--- src/rtl/bgp_pkg.sv ---
// package for the bridge gpio port: offsets, field positions, reset values and carriers
// How it works
// - a one in the output-clear field drives that pin low when bidirectional
// - a one in the output-set field drives that pin high when bidirectional
// - new pin level appears in the cycle after the write is taken
// - input-only pins are never driven, whatever set or clear writes arrive
// - zero bits in any set or clear field change nothing
// - set and clear fields read back the last value written to them
// - set and clear together for one pin: the pin goes low
// - a one in the enable-clear field makes that pin input only
// - a one in the enable-set field turns the driver on with the held level
// - enable-set and enable-clear together for one pin: the pin is input only
// - after reset all set and clear fields read zero and every pin is input only
// - the input field reports the pin levels, refreshed every cycle that ce is high
// - the reserved nibble under the input field always reads zero
// - one dword holds output data, enable and input in byte lanes 1, 2, 3
package bgp_pkg;
  localparam int PIN_COUNT = 4;
  localparam logic [7:0] GPIO_DWORD_OFFSET = 8'h64;
  // field positions inside the dword
  localparam int OUT_CLR_LSB = 8;
  localparam int OUT_SET_LSB = 12;
  localparam int EN_CLR_LSB = 16;
  localparam int EN_SET_LSB = 20;
  localparam int RSVD_LSB = 24;
  localparam int IN_LSB = 28;
  // byte lanes of each register
  localparam int LANE_OUT = 1;
  localparam int LANE_EN = 2;
  // reset value of the fields, fixed read values of lane 0 and the reserved nibble
  localparam logic [3:0] FIELD_RESET = 4'h0;
  localparam logic [7:0] LANE0_READ = 8'h00;
  localparam logic [3:0] RSVD_READ = 4'h0;

  // one configuration access, byte enables active low as on the bus
  typedef struct packed {
    logic write;
    logic read;
    logic [7:0] addr;
    logic [3:0] primaryCmdByteEnableN;
    logic [31:0] wdata;
  } bgp_cfg_req_s;

  typedef struct packed {
    logic rvalid;
    logic [31:0] rdata;
  } bgp_cfg_rsp_s;
endpackage

--- src/rtl/bgp_gpio_port.sv ---
// four-pin gpio port living in one configuration dword of the bridge
`timescale 1ns/10ps
`default_nettype none
module bgp_gpio_port
  import bgp_pkg::*;
#(
  parameter int PINS = 4
) (
  // clock, reset, clock enable
  input wire logic mclk,
  input wire logic nrst,
  input wire logic ce,
  // configuration access
  input wire bgp_cfg_req_s cfgReq,
  output var bgp_cfg_rsp_s cfgRsp,
  // gpio pins
  input wire logic [PINS-1:0] pinIn,
  output logic [PINS-1:0] pinOut,
  output logic [PINS-1:0] pinOe
);
  // field layout is fixed at four pins per nibble
  if (PINS != PIN_COUNT) begin : gBadPins
    $error("bgp_gpio_port supports exactly four pins");
  end

  logic [3:0] outLevel, next_outLevel;
  logic [3:0] drvEn, next_drvEn;
  logic [3:0] clrLast, next_clrLast;
  logic [3:0] setLast, next_setLast;
  logic [3:0] enClrLast, next_enClrLast;
  logic [3:0] enSetLast, next_enSetLast;
  logic [3:0] inField;
  logic rvalid, next_rvalid;
  logic [31:0] rdata, next_rdata;
  logic addrHit, wrOut, wrEn;
  logic [3:0] wClr, wSet, wEnClr, wEnSet;

  // pins are sampled through two flops since they are asynchronous
  bgp_sync #(.WIDTH(4)) uSync (
    .mclk(mclk),
    .nrst(nrst),
    .ce(ce),
    .asyncIn(pinIn),
    .syncOut(inField)
  );

  // decode: dword match, then byte lanes select the register
  always_comb begin
    addrHit = (cfgReq.addr[7:2] == GPIO_DWORD_OFFSET[7:2]);
    wrOut = cfgReq.write && addrHit && !cfgReq.primaryCmdByteEnableN[LANE_OUT];
    wrEn = cfgReq.write && addrHit && !cfgReq.primaryCmdByteEnableN[LANE_EN];
    wClr = cfgReq.wdata[OUT_CLR_LSB +: 4];
    wSet = cfgReq.wdata[OUT_SET_LSB +: 4];
    wEnClr = cfgReq.wdata[EN_CLR_LSB +: 4];
    wEnSet = cfgReq.wdata[EN_SET_LSB +: 4];
  end

  // next state of levels, enables and last-written fields
  always_comb begin
    next_outLevel = outLevel;
    next_drvEn = drvEn;
    next_clrLast = clrLast;
    next_setLast = setLast;
    next_enClrLast = enClrLast;
    next_enSetLast = enSetLast;
    if (wrOut) begin
      // clear applied after set so low wins; zeros leave bits alone
      next_outLevel = (outLevel | wSet) & ~wClr;
      next_clrLast = wClr;
      next_setLast = wSet;
    end
    if (wrEn) begin
      // clear after set: a pin named in both ends up input only
      next_drvEn = (drvEn | wEnSet) & ~wEnClr;
      next_enClrLast = wEnClr;
      next_enSetLast = wEnSet;
    end
  end

  // read answer: whole dword, lane 0 belongs to another unit and reads zero
  always_comb begin
    next_rvalid = cfgReq.read;
    next_rdata = 32'h0000_0000;
    if (cfgReq.read && addrHit) begin
      next_rdata = {inField, RSVD_READ, enSetLast, enClrLast, setLast, clrLast, LANE0_READ};
    end
  end

  // state registers, frozen while ce is low
  always_ff @(posedge mclk or negedge nrst) begin
    if (!nrst) begin
      outLevel <= FIELD_RESET;
      drvEn <= FIELD_RESET;
      clrLast <= FIELD_RESET;
      setLast <= FIELD_RESET;
      enClrLast <= FIELD_RESET;
      enSetLast <= FIELD_RESET;
      rvalid <= 1'b0;
      rdata <= 32'h0000_0000;
    end else if (ce) begin
      outLevel <= next_outLevel;
      drvEn <= next_drvEn;
      clrLast <= next_clrLast;
      setLast <= next_setLast;
      enClrLast <= next_enClrLast;
      enSetLast <= next_enSetLast;
      rvalid <= next_rvalid;
      rdata <= next_rdata;
    end
  end

  // pins straight from flops, so a write shows on the next cycle
  assign pinOut = outLevel;
  assign pinOe = drvEn;
  assign cfgRsp.rvalid = rvalid;
  assign cfgRsp.rdata = rdata;

  // checks
  chk_clear_drives_low: assert property (@(posedge mclk) disable iff (!nrst)
    (ce && wrOut) |=> ((pinOut & $past(wClr)) == 4'h0))
    else $error("output clear did not drive pin low");
  chk_set_drives_high: assert property (@(posedge mclk) disable iff (!nrst)
    (ce && wrOut) |=> ((pinOut & ($past(wSet) & ~$past(wClr))) == ($past(wSet) & ~$past(wClr))))
    else $error("output set did not drive pin high");
  chk_input_not_driven: assert property (@(posedge mclk) disable iff (!nrst)
    (ce && !wrEn && pinOe == 4'h0) |=> (pinOe == 4'h0))
    else $error("input only pin became driven");
  chk_zero_no_effect: assert property (@(posedge mclk) disable iff (!nrst)
    (ce && cfgReq.write && cfgReq.wdata == 32'h0000_0000) |=> ($stable(pinOut) && $stable(pinOe)))
    else $error("zero write changed pin state");
  chk_readback_last: assert property (@(posedge mclk) disable iff (!nrst)
    (ce && wrOut) ##1 (ce && cfgReq.read && addrHit && !wrOut) |=> (rdata[OUT_SET_LSB +: 4] == $past(setLast)))
    else $error("set field read back wrong");
  chk_both_low_wins: assert property (@(posedge mclk) disable iff (!nrst)
    (ce && wrOut && (wSet & wClr) != 4'h0) |=> ((pinOut & $past(wSet & wClr)) == 4'h0))
    else $error("set and clear together did not give low");
  chk_enclr_wins: assert property (@(posedge mclk) disable iff (!nrst)
    (ce && wrEn) |=> ((pinOe & $past(wEnClr)) == 4'h0))
    else $error("enable clear did not tristate pin");
  chk_enset_drives: assert property (@(posedge mclk) disable iff (!nrst)
    (ce && wrEn && (wEnSet & ~wEnClr) != 4'h0) |=> ((pinOe & $past(wEnSet & ~wEnClr)) == $past(wEnSet & ~wEnClr)))
    else $error("enable set did not drive pin");
  chk_reserved_zero: assert property (@(posedge mclk) disable iff (!nrst)
    rvalid |-> (rdata[RSVD_LSB +: 4] == 4'h0 && rdata[7:0] == 8'h00))
    else $error("reserved bits read nonzero");
  chk_reset_inputs: assert property (@(posedge mclk)
    $rose(nrst) |-> (pinOe == 4'h0 && clrLast == 4'h0 && enSetLast == 4'h0))
    else $error("not all inputs after reset");

  // an enable-clear alone must let go of the pin
  chk_enclr_tristates: assert property (@(posedge mclk) disable iff (!nrst)
    (ce && wrEn && wEnClr != 4'h0) |=> ((pinOe & $past(wEnClr)) == 4'h0))
    else $error("enable clear left pin driven");

  // clock enable low must freeze the pins, whatever the bus does
  chk_ce_freezes_pins: assert property (@(posedge mclk) disable iff (!nrst)
    (!ce) |=> ($stable(pinOut) && $stable(pinOe)))
    else $error("pins moved while clock enable low");

  // clock enable low must also freeze the read answer
  chk_ce_freezes_read: assert property (@(posedge mclk) disable iff (!nrst)
    (!ce) |=> ($stable(rvalid) && $stable(rdata)))
    else $error("read answer moved while clock enable low");

  // no output-data write, no change of level
  chk_idle_holds_level: assert property (@(posedge mclk) disable iff (!nrst)
    (!wrOut) |=> $stable(pinOut))
    else $error("pin level changed without a write");

  // drivers only switch on through an enable write
  chk_idle_holds_enable: assert property (@(posedge mclk) disable iff (!nrst)
    (!wrEn) |=> $stable(pinOe))
    else $error("pin enable changed without a write");

  // the new level is on the pin one cycle after the write is taken
  chk_write_lands_next: assert property (@(posedge mclk) disable iff (!nrst)
    (ce && wrOut) |=> (pinOut == (($past(pinOut) | $past(wSet)) & ~$past(wClr))))
    else $error("pin level late or wrong after write");

  // output-data fields remember exactly what was written
  chk_readback_clear: assert property (@(posedge mclk) disable iff (!nrst)
    (ce && wrOut) |=> (clrLast == $past(wClr) && setLast == $past(wSet)))
    else $error("output fields did not keep written value");

  // enable fields remember exactly what was written
  chk_readback_enable: assert property (@(posedge mclk) disable iff (!nrst)
    (ce && wrEn) |=> (enClrLast == $past(wEnClr) && enSetLast == $past(wEnSet)))
    else $error("enable fields did not keep written value");

  // a hit read returns all four last-written fields
  chk_read_fields: assert property (@(posedge mclk) disable iff (!nrst)
    (ce && cfgReq.read && addrHit) |=> (rdata[OUT_CLR_LSB +: 16] == $past({enSetLast, enClrLast, setLast, clrLast})))
    else $error("read data fields wrong");

  // a hit read returns the sampled pin levels
  chk_input_field: assert property (@(posedge mclk) disable iff (!nrst)
    (ce && cfgReq.read && addrHit) |=> (rdata[IN_LSB +: 4] == $past(inField)))
    else $error("input field did not report pins");

  // every taken read is answered on the next cycle
  chk_rvalid_pulse: assert property (@(posedge mclk) disable iff (!nrst)
    (ce && cfgReq.read) |=> rvalid)
    else $error("read not answered");

  // no read, no answer: the valid lasts a single enabled cycle
  chk_rvalid_drops: assert property (@(posedge mclk) disable iff (!nrst)
    (ce && !cfgReq.read) |=> !rvalid)
    else $error("answer without a read");

  // reads outside the dword give zero
  chk_unmapped_zero: assert property (@(posedge mclk) disable iff (!nrst)
    (ce && cfgReq.read && !addrHit) |=> (rdata == 32'h0000_0000))
    else $error("unmapped read nonzero");

  // lane 1 disabled: output data untouched
  chk_lane_gate_out: assert property (@(posedge mclk) disable iff (!nrst)
    (cfgReq.write && cfgReq.primaryCmdByteEnableN[LANE_OUT]) |=> ($stable(pinOut) && $stable(setLast) && $stable(clrLast)))
    else $error("output data written without its lane");

  // lane 2 disabled: output enable untouched
  chk_lane_gate_en: assert property (@(posedge mclk) disable iff (!nrst)
    (cfgReq.write && cfgReq.primaryCmdByteEnableN[LANE_EN]) |=> ($stable(pinOe) && $stable(enSetLast) && $stable(enClrLast)))
    else $error("output enable written without its lane");

  // the rest of the state also starts from zero
  chk_reset_level: assert property (@(posedge mclk)
    $rose(nrst) |-> (pinOut == 4'h0 && setLast == 4'h0 && enClrLast == 4'h0 && rvalid == 1'b0))
    else $error("state not zero after reset");
endmodule
`default_nettype wire

--- src/rtl/bgp_sync.sv ---
// two-flop synchroniser for the gpio input pins
`timescale 1ns/10ps
`default_nettype none
module bgp_sync #(
  parameter int WIDTH = 4
) (
  // clock, reset and clock enable
  input wire logic mclk,
  input wire logic nrst,
  input wire logic ce,
  // async in, synchronous out
  input wire logic [WIDTH-1:0] asyncIn,
  output logic [WIDTH-1:0] syncOut
);
  logic [WIDTH-1:0] meta;

  // first stage feeds only the second stage
  always_ff @(posedge mclk or negedge nrst) begin
    if (!nrst) begin
      meta <= '0;
      syncOut <= '0;
    end else if (ce) begin
      meta <= asyncIn;
      syncOut <= meta;
    end
  end
endmodule
`default_nettype wire

--- config.mk ---
export PLATFORM = sky130hd
export DESIGN_NAME = bgp_gpio_port
export DESIGN_NICKNAME = d
export VERILOG_FILES = /design/src/rtl/bgp_pkg.sv /design/src/rtl/bgp_gpio_port.sv /design/src/rtl/bgp_sync.sv
export SDC_FILE = /design/constraint.sdc
export NUM_CORES = 1
export LEC_CHECK = 0
export BUFFER_PORTS_ARGS = -buffer_cell sky130_fd_sc_hd__buf_4
export CORE_UTILIZATION = 40
export CTS_CLUSTER_SIZE = 40
export DETAILED_ROUTE_END_ITERATION = 6
export PLACE_DENSITY = 0.75
export SETUP_SLACK_MARGIN = 0.05
export SYNTH_ARGS = -nofsm -noshare
export SYNTH_HDL_FRONTEND = slang
export SYNTH_HIERARCHICAL = 1
export SYNTH_SLANG_ARGS = --single-unit
export TNS_END_PERCENT = 1
--- constraint.sdc ---
create_clock -name mclk -period 0.9 [get_ports mclk]
set_input_delay 0.045 -clock mclk [delete_from_list [all_inputs] [get_ports mclk]]
set_output_delay 0.045 -clock mclk [all_outputs]
set_load 0.02 [all_outputs]
==> summary.txt, run 1 <==
Outcome
  • Status: complete, but fails checks
  • Failing checks: negative setup slack

Worst setup path
  • Arr. time, crit path: between 1 and 1.5 ns
  • CP startpoint kind: input pin
  • CP Class: in -> reg
  • Crit-path max FO: 11
  • Worst EP required: between 1 and 1.5 ns
  • Critical Path End Type: flop

Yosys
  • Share of the yosys chip area belonging to registers: a little under three fifths
  • Mapped Area: 2369 µm²
  • Count leader, synth: dfrtp_1
  • Top post-synthesis cells by area: dfrtp_1 56%, mux2_4 8.9%, a31o_2 7.4%
  • Top cell type's share of synthesized area: 56.00%
  • Post-synth top flop: dfrtp_1
  • Yosys Warn Count: 6
  • Netlist cell types: 18
  • Leading area contributor after synthesis: dfrtp_1
  • FFs w/ async S/R, synth: between 90% and 100%
  • Syn Inst Count: between 150 and 200
  • FF+latch count, synth: 53
  • Mean post-synth cell area: approximately 14 µm²
  • EDFF count, synth: 0
  • Top post-synthesis cells by count: 53 x dfrtp_1, 20 x a31o_2, 20 x nor2b_1, 14 x mux2_4, 13 x buf_4

Worst hold path
  • Worst min path class: in -> async

Cells and area
  • Finished Cell Area: approximately 3500 µm²
  • Antenna Cells: 0
  • FF+latch area: 1326 µm²
  • Final #Nets: around 310
  • Layout filler cell count: approximately 450
  • Fraction of layout cells with a size suffix above 1: roughly 55%
  • Area Growth Syn to Fin: 46.28%
  • Multi-input gate area: ~1000 µm²
  • Core Util, Final: 61.78%

Floorplanning
  • Ports: between 90 and 100
  • Die height: just under 80 µm
  • Core Box Area: 5608 µm²
  • Initial Util: between 40 and 50%
  • DIE AREA: about 6200 µm²
  • Die W: ~80 µm
  • # rows: 27

Placement
  • GPL Wtd Cong: around 0.80
  • Placed wire-length estimate: between 3 and 4 mm
  • Setup WS pre-CTS: -0.3865 ns
  • Post-DP Area: 2959 µm²
  • IO Port Bufs: 61

GRT
  • GRT Residual Overflow: 0
  • Met2 usage in global routing: between 20 and 30%
  • Met1 Track Usage GR: 21.56%
  • First-pass GRT wire length: about 8 mm
  • Largest net degree at the start of global routing: 35
  • M3 GR Usage: approximately 4%
  • GRT Resource Usage Total: between 10% and 20%
  • Antenna violations before repair: 0
  • Vias in the first global route: 1661
  • GRT busiest layer: met2

Power
  • PD cells: ~1300 nW/µm²
  • Lkg Pwr: 0.001679 µW
  • Maximum VDD drop: between 0.6 and 0.7 mV

Detailed routing
  • WL/cell: 14.82 µm
  • Drt drc: 0
  • Routed vias: around 1600
  • WL final: 4.904 mm
  • Post-DRT Antenna Nets: 0
  • Drt pass-1 iters: 4
  • Iter 0 DRT Violations: 54
  • Routed vias/inst: approximately 5

Clock network
  • Clk slew on worst S/H paths: 0.09 ns
  • Htree depth: 2
  • Root Buffer: clkbuf_8
  • Clock buffer depth: 2
  • CTS Buf Count: 5
  • CTS tree: built
  • Clock sink count: 53
  • Worst skew pair latency: 0.30 ns

Timing
  • Clock skew: around 0.0083 ns
  • Final Hold Vio Count: 0
  • Max Freq: between 1000 and 1500 MHz
  • Max-slew violations: 0
  • Setup WS post-layout: -0.01674 ns
  • Final TNS setup: -0.05235 ns
  • RSZ-0062 raised after global routing: yes
  • Final critical-path share of the clock period: 101.9%
  • Min Tclk post-route: ~0.92 ns
  • # setup viols final: 11

Job
  • Max Cap Violations: 0
what timing repair did:
| action | 4_1_cts | 5_1_grt |
|---|---|---|
| endpoints found under the hold margin | 82 | 0 |
| setup buffers | 0 | 0 |
| setup endpoints to repair | 72 | 73 |
| hold buffers | 22 | 0 |
| gates resized for setup | 46 | 4 |
| pin swaps | 0 | 0 |
cell usage in the layout (no fill, tap or decap):
cell,synthesis,layout
dfrtp_1,53,53
buf_4,13,42
buf_6,4,31
mux2_4,14,24
dlygate4sd3_1,0,22
a31o_2,20,20
nor2b_1,20,19
conb_1,1,12
a2bb2oi_1,8,8
nor4b_2,0,7
clkbuf_8,0,5
buf_12,0,4
nor3_4,2,2
clkinv_2,0,2
nand4bb_4,1,1
nand4b_4,1,1
nand3b_1,1,1
nor2_2,0,1
nor2b_2,0,1
nor4b_1,8,1
mux2_2,11,1
clkbuf_1,1,1
layer usage:
metal | wire length (µm) | share of wire, %
met3 | 242 | 4.9
met5 | 0 | 0
met1 | 2125 | 43
met2 | 2481 | 51
met4 | 55 | 1.1
state kept, by name, indices dropped and copies added, names as in the netlist:
name           count
clrLast            4
enClrLast          4
enSetLast          4
pinOe              4
pinOut             4
rdata             20
rvalid             1
setLast            4
uSync/meta         4
uSync/syncOut      4
kinds of logic (layout without fill, tap and decap cells):
group           count (synthesis)  in the layout  share of synthesized area [%]
simple gates                   34             34                          12.26
compound gates                 28             28                          10.35
mux                            25             25                          14.10
other cells                     1             12                         0.1583
buf+inv                        23            107                          7.131
flops                          53             53                          56.00
final cells by class:
class	instances	area share, %
Sequential cell	53	38.28
Multi-Input combinational cell	99	28.89
Timing Repair Buffer	99	27.84
Tap cell	72	2.600
Clock buffer	6	2.095
Clock inverter	2	0.2889
worst max-delay path: stages:
cell and delay [ns]:
buf_6 0.09, nand4bb_4 0.27, nor3_4 0.23, buf_12 0.17
mux2_4 0.31
worst paths after layout:
kind / start / end / slack, ns / cells past startpoint
worst min-delay path: nrst / pinOut[2] / 0.08 / 2
worst max-delay path: cfgReq[43] / clrLast[1] / -0.02 / 5
worst min register to register: setLast[2] / rdata[14] / 0.52 / 1
worst max register to register: rdata[10] / rdata[10] / 0.03 / 2
min in group mclk: cfgReq[13] / pinOut[1] / 0.15 / 3
max in group asynchronous: nrst / uSync/meta[2] / 0.41 / 3
where the power goes:
group          internal, µW  total [µW]  switching, µW
sequential             2480        2550           64.7
combinational           377         655            278
clock                   541        1300            755
stage by stage:
| step | hold slack (ns) | cells | total power (µW) |
|---|---|---|---|
| floorplan | -0.2506 | 175 | 2885 |
| global placement | -0.1290 | 301 | 3121 |
| detailed placement | -0.1271 | 301 | 3131 |
| CTS | 0.07823 | 331 | 4535 |
| global route | 0.09716 | 331 | 4685 |
| finish | 0.08497 | 331 | 4498 |
(Power assumes the default switching activity.)
==> run 2: changes to the inputs <==
--- a/config.mk
+++ b/config.mk
@@ -5,7 +5,7 @@
 export SDC_FILE = /design/constraint.sdc
 export NUM_CORES = 1
 export LEC_CHECK = 0
-export BUFFER_PORTS_ARGS = -buffer_cell sky130_fd_sc_hd__buf_4
+export BUFFER_PORTS_ARGS = -buffer_cell sky130_fd_sc_hd__buf_2
 export CORE_UTILIZATION = 40
 export CTS_CLUSTER_SIZE = 40
 export DETAILED_ROUTE_END_ITERATION = 6
==> summary.txt, run 2 (synthesis results as in run 1) <==
Detailed routing
  • Routed vias/inst: between 4 and 5
  • Post-DRT Antenna Nets: 0
  • Iter 0 DRT Violations: 62
  • Drt pass-1 iters: 2
  • WL/cell: 14.65 µm
  • Routed vias: approximately 1600
  • WL final: about 4.8 mm
  • Drt drc: 0

Worst setup path
  • Critical Path End Type: flop
  • CP cell instances: buf_6 > nand4bb_4 > nor3_4 > buf_12 > mux2_2
  • CP startpoint kind: input pin
  • Max incr delay on CP: 0.33 ns
  • CP Class: in -> reg
  • Crit-path max FO: 12
  • Arr. time, crit path: 1.13 ns
  • Worst EP required: 1.10 ns
  • Crit-path slowest cell: mux2_2

Clock network
  • Worst skew pair latency: ~0.30 ns
  • Clk slew on worst S/H paths: ~0.090 ns
  • CTS tree: built
  • Root Buffer: clkbuf_8
  • Htree depth: 2
  • Clock buffer depth: 2
  • Postcts setup bufs: 0
  • Clock sink count: 53
  • CTS Buf Count: 5

Placement
  • Setup WS pre-CTS: -0.3833 ns
  • IO Port Bufs: 61
  • Placed wire-length estimate: roughly 3.2 mm
  • GPL Wtd Cong: just under 0.8
  • Dpl cells: 300

Timing
  • Final critical-path share of the clock period: 103.4%
  • Clock skew: between 0.004 and 0.005 ns
  • Min Tclk post-route: just over 0.9 ns
  • Setup WS post-layout: -0.03048 ns
  • Final Hold Vio Count: 0
  • Max-slew violations: 0
  • # setup viols final: 22
  • Max Freq: 1075 MHz
  • Hold_ws: approximately 0.0033 ns
  • RSZ-0062 raised after global routing: yes
  • Final TNS setup: -0.3713 ns

Power
  • Maximum VDD drop: approximately 0.74 mV
  • Combinational power share: 12.7%
  • PD cells: between 1000 and 1500 nW/µm²
  • Lkg Pwr: about 0.0016 µW
  • Flop pwr share: 56.7%
  • Internal: 3387 µW
  • Clock Power Share: 30.6%
  • Sw Ratio: 24.38%
  • Switching pwr: between 1000 and 1500 µW

Worst hold path
  • Worst min path class: in -> reg

GRT
  • Vias in the first global route: 1576
  • Antenna violations before repair: 0
  • Largest net degree at the start of global routing: 54
  • GRT Residual Overflow: 0
  • GRT Resource Usage Total: 16.03%
  • First-pass GRT wire length: between 7 and 8 mm

Cells and area
  • Most frequent standard cell in the layout excluding fill and tap cells: dfrtp_1
  • Antenna Cells: 0
  • Final #Nets: between 300 and 400
  • Area Growth Syn to Fin: 35.60%
  • Reg with most FFs: rdata
  • Fraction of layout cells with a size suffix above 1: between 50% and 60%
  • Most frequent cells in the layout: 53 x dfrtp_1, 51 x buf_2, 20 x a31o_2, 20 x dlygate4sd3_1, 18 x nor2b_1
  • Layout filler cell count: 480
  • Core Util, Final: 57.27%
  • Final Non-Filler Cells: around 330
  • Max FFs per register: 20

Floorplanning
  • Core Box Area: 5608 µm²
  • DIE AREA: 6233 µm²
  • Die W: 78.95 µm
  • Ports: 94
  • Die height: slightly below 80 µm
  • # rows: 27
  • Initial Util: 42.24%

Outcome
  • Failing checks: negative setup slack
  • Status: complete, but fails checks

Job
  • Max Cap Violations: 0
## run 2: per-layer routing
metal / track usage [%] / part of all wire [%] / wire length, µm
met2: 26.96 / 51 / 2427
met5: 0 / 0 / 0
met3: 5.517 / 5.9 / 282
met1: 19.38 / 42 / 2024
met4: 4.909 / 1.1 / 55
## run 2: final timing paths
check / from / end / slack (ns) / cells after the start
worst max-delay path: cfgReq[43] / setLast[2] / -0.03 / 5
worst min-delay path: cfgReq[20] / enSetLast[0] / 0.003 / 2
worst max register to register: rdata[13] / rdata[13] / 0.03 / 2
worst min register to register: rvalid / rvalid / 0.51 / 1
max in group asynchronous: nrst / enClrLast[2] / 0.41 / 3
min in group asynchronous: nrst / pinOut[0] / 0.24 / 3
## run 2: critical path, delay by kind of cell
kind,cells,cell delay (ns)
mux,1,0.33
simple gates,2,0.50
buf+inv,2,0.25
## run 2: what timing repair did
action                                  in CTS  in global routing
gates resized for setup                     28                  6
endpoints found under the setup margin      65                 72
hold buffers                                20                  0
hold endpoints to repair                    78                  0
cloned                                       0                  0
## run 2: through the flow
stage	cell area (µm²)	total power [µW]
after floorplan	2410	2885
after global placement	2786	3058
after detailed placement	2786	3071
after CTS	3188	4508
after global routing	3212	4664
final	3212	4479
## run 2: area by class of cell
type	count	area (µm²)	area share, %
clock buffers	6	82.58	2.571
clock inverters	1	7.507	0.2337
multi-input cells	99	983.4	30.62
flip-flops and latches	53	1326	41.29
well taps	72	90.09	2.805
repair buffers	96	721.9	22.48
## run 2: power groups by stage
stage	sequential, µW	combinational (µW)	clock (µW)
after floorplan	2590	292	0
after global placement	2580	476	0
after detailed placement	2590	485	0
after CTS	2540	571	1400
after global routing	2550	615	1500
final	2540	569	1370
==> run 3: changes to the inputs <==
--- a/config.mk
+++ b/config.mk
@@ -6,10 +6,11 @@
 export NUM_CORES = 1
 export LEC_CHECK = 0
 export BUFFER_PORTS_ARGS = -buffer_cell sky130_fd_sc_hd__buf_2
-export CORE_UTILIZATION = 40
+export CORE_ASPECT_RATIO = 0.6
+export CORE_UTILIZATION = 45
 export CTS_CLUSTER_SIZE = 40
 export DETAILED_ROUTE_END_ITERATION = 6
-export PLACE_DENSITY = 0.75
+export PLACE_DENSITY = 0.82
 export SETUP_SLACK_MARGIN = 0.05
 export SYNTH_ARGS = -nofsm -noshare
 export SYNTH_HDL_FRONTEND = slang
==> summary.txt, run 3 (synthesis results as in run 1) <==
Worst setup path
  • CP cell instances: buf_6 > nand4bb_4 > nor3_4 > buf_6 > mux2_4
  • Worst EP required: 1.09 ns
  • Worst path bufs/invs: 2
  • Most frequent CP cell: buf_6
  • Crit path max-delay family: simple AND/OR/NAND/NOR gates
  • CP endpoint: clrLast[3]
  • Arr. time, crit path: between 1 and 1.5 ns
  • WP depth: 5
  • CP Class: in -> reg
  • Critical Path Source: cfgReq[43]
  • Crit-path slowest cell: mux2_4
  • CP startpoint kind: input pin
  • R2R setup slack: ~0.050 ns
  • R2r worst-path depth: 2
  • Reg2Reg Launch Point: rdata[23]
  • Critical Path End Type: flop
  • Crit-path max FO: 6
  • Max incr delay on CP: roughly 0.3 ns
  • Critical R2R Capture: rdata[23]

Clock network
  • Clock sink count: 53
  • CTS tree: built
  • Postcts setup bufs: 0
  • Clock buffer depth: 2
  • Worst skew pair latency: around 0.30 ns
  • Htree depth: 2
  • Root Buffer: clkbuf_8
  • Clk slew on worst S/H paths: 0.09 ns
  • CTS Buf Count: 5

Timing
  • Max-slew violations: 0
  • Hold_ws: ~0.15 ns
  • Min Tclk post-route: 0.9480 ns
  • Final Hold Vio Count: 0
  • Final critical-path share of the clock period: 105.3%
  • RSZ-0062 raised after global routing: yes
  • Max Freq: about 1100 MHz
  • Setup WS post-layout: -0.04798 ns
  • Clock skew: between 0.003 and 0.004 ns
  • # setup viols final: 24

GRT
  • GRT Residual Overflow: 0
  • Antenna violations before repair: 0
  • Largest net degree at the start of global routing: between 50 and 60
  • GRT Resource Usage Total: just under 20%
  • Vias in the first global route: between 1500 and 2000
  • First-pass GRT wire length: roughly 8 mm

Cells and area
  • Core Util, Final: 65.59%
  • Most frequent cells in the layout: 53 x dfrtp_1, 41 x buf_2, 24 x buf_6
  • Area Growth Syn to Fin: 39.99%
  • Final #Nets: about 300
  • Final Non-Filler Cells: between 300 and 400
  • Reg with most FFs: rdata
  • Max FFs per register: 20
  • Antenna Cells: 0
  • Layout filler cell count: 390
  • Fraction of layout cells with a size suffix above 1: between 50 and 60%
  • Most frequent standard cell in the layout excluding fill and tap cells: dfrtp_1

Outcome
  • Status: complete, but fails checks
  • Failing checks: negative setup slack

Detailed routing
  • WL final: about 5 mm
  • Post-DRT Antenna Nets: 0
  • Drt drc: 0
  • Iter 0 DRT Violations: 76
  • WL/cell: around 15 µm
  • Routed vias/inst: ~4.9
  • Drt pass-1 iters: 4
  • Routed vias: 1591

Floorplanning
  • # rows: 20
  • Die W: between 90 and 100 µm
  • Core Box Area: between 5000 and 6000 µm²
  • Initial Util: between 40% and 50%
  • DIE AREA: 5567 µm²
  • Die height: 58.20 µm
  • Ports: 94

Power
  • Combinational power share: 13.5%
  • Switching pwr: roughly 1100 µW
  • Tot Pwr: between 4000 and 5000 µW
  • PD cells: 1345 nW/µm²
  • Clock Power Share: 29.5%
  • Internal: 3360 µW
  • Lkg Pwr: between 0.0015 and 0.002 µW
  • Maximum VDD drop: between 0.8 and 0.9 mV
  • Flop pwr share: 57.0%
  • Sw Ratio: around a quarter

Worst hold path
  • Worst min path class: in -> reg

Placement
  • GPL Wtd Cong: 0.7446
  • IO Port Bufs: ~60
  • Dpl cells: ~300
  • Placed wire-length estimate: between 3 and 4 mm

Job
  • Max Cap Violations: 0
-- run 3: area by class of cell --
class | count | area, µm² | share of cell area, %
Clock buffer | 8 | 80.08 | 2.415
Timing Repair Buffer | 97 | 808.3 | 24.38
Multi-Input combinational cell | 99 | 1018 | 30.72
Sequential cell | 53 | 1326 | 40.00
Tap cell | 66 | 82.58 | 2.491
-- run 3: what timing repair did --
item / 4_1_cts / 5_1_grt
hold endpoints to repair: 79 / 1
gates resized for setup: 52 / 12
hold buffers: 21 / 1
pin swaps: 2 / 2
setup endpoints to repair: 66 / 73
-- run 3: worst min-delay path by stage --
stage / from / endpoint / depth (start not counted)
finish: cfgReq[20] / pinOe[0] / 3
global route: cfgReq[15] / pinOut[3] / 3
CTS: cfgReq[20] / enSetLast[0] / 2
detailed placement: nrst / uSync/meta[2] / 2
global placement: nrst / uSync/meta[0] / 2
floorplan: nrst / clrLast[0] / 0
-- run 3: stage by stage --
| stage | cell area, µm² | TNS, ns | setup WS [ns] |
|---|---|---|---|
| 2_1_floorplan | 2410 | -5.032 | -0.3258 |
| 3_3_place_gp | 2771 | -12.94 | -0.3546 |
| 3_5_place_dp | 2771 | -14.14 | -0.3802 |
| 4_1_cts | 3259 | -0.6658 | -0.05380 |
| 5_1_grt | 3316 | -1.771 | -0.09197 |
| 6_report | 3316 | -0.4719 | -0.04798 |
-- run 3: tightest hold or removal path, stage by stage --
cell,delay [ns]
buf_2,0.11
nor4b_2,0.15
a2bb2oi_1,0.12
-- run 3: metal layers --
layer | up-vias | track usage, % | part of all wire (%)
li1 | 754 | - | -
met1 | 786 | 28.14 | 49
met2 | 48 | 30.00 | 46
met3 | 3 | 4.987 | 5.0
met4 | 0 | 4.478 | 0.55
met5 | - | 0 | 0
-- run 3: power by group through the flow --
stage | Combinational [µW] | Clock (µW) | Sequential, µW
finish | 602 | 1310 | 2540
global route | 652 | 1460 | 2560
CTS | 587 | 1330 | 2540
global placement | 479 | 0 | 2580
floorplan | 292 | 0 | 2590
detailed placement | 486 | 0 | 2590
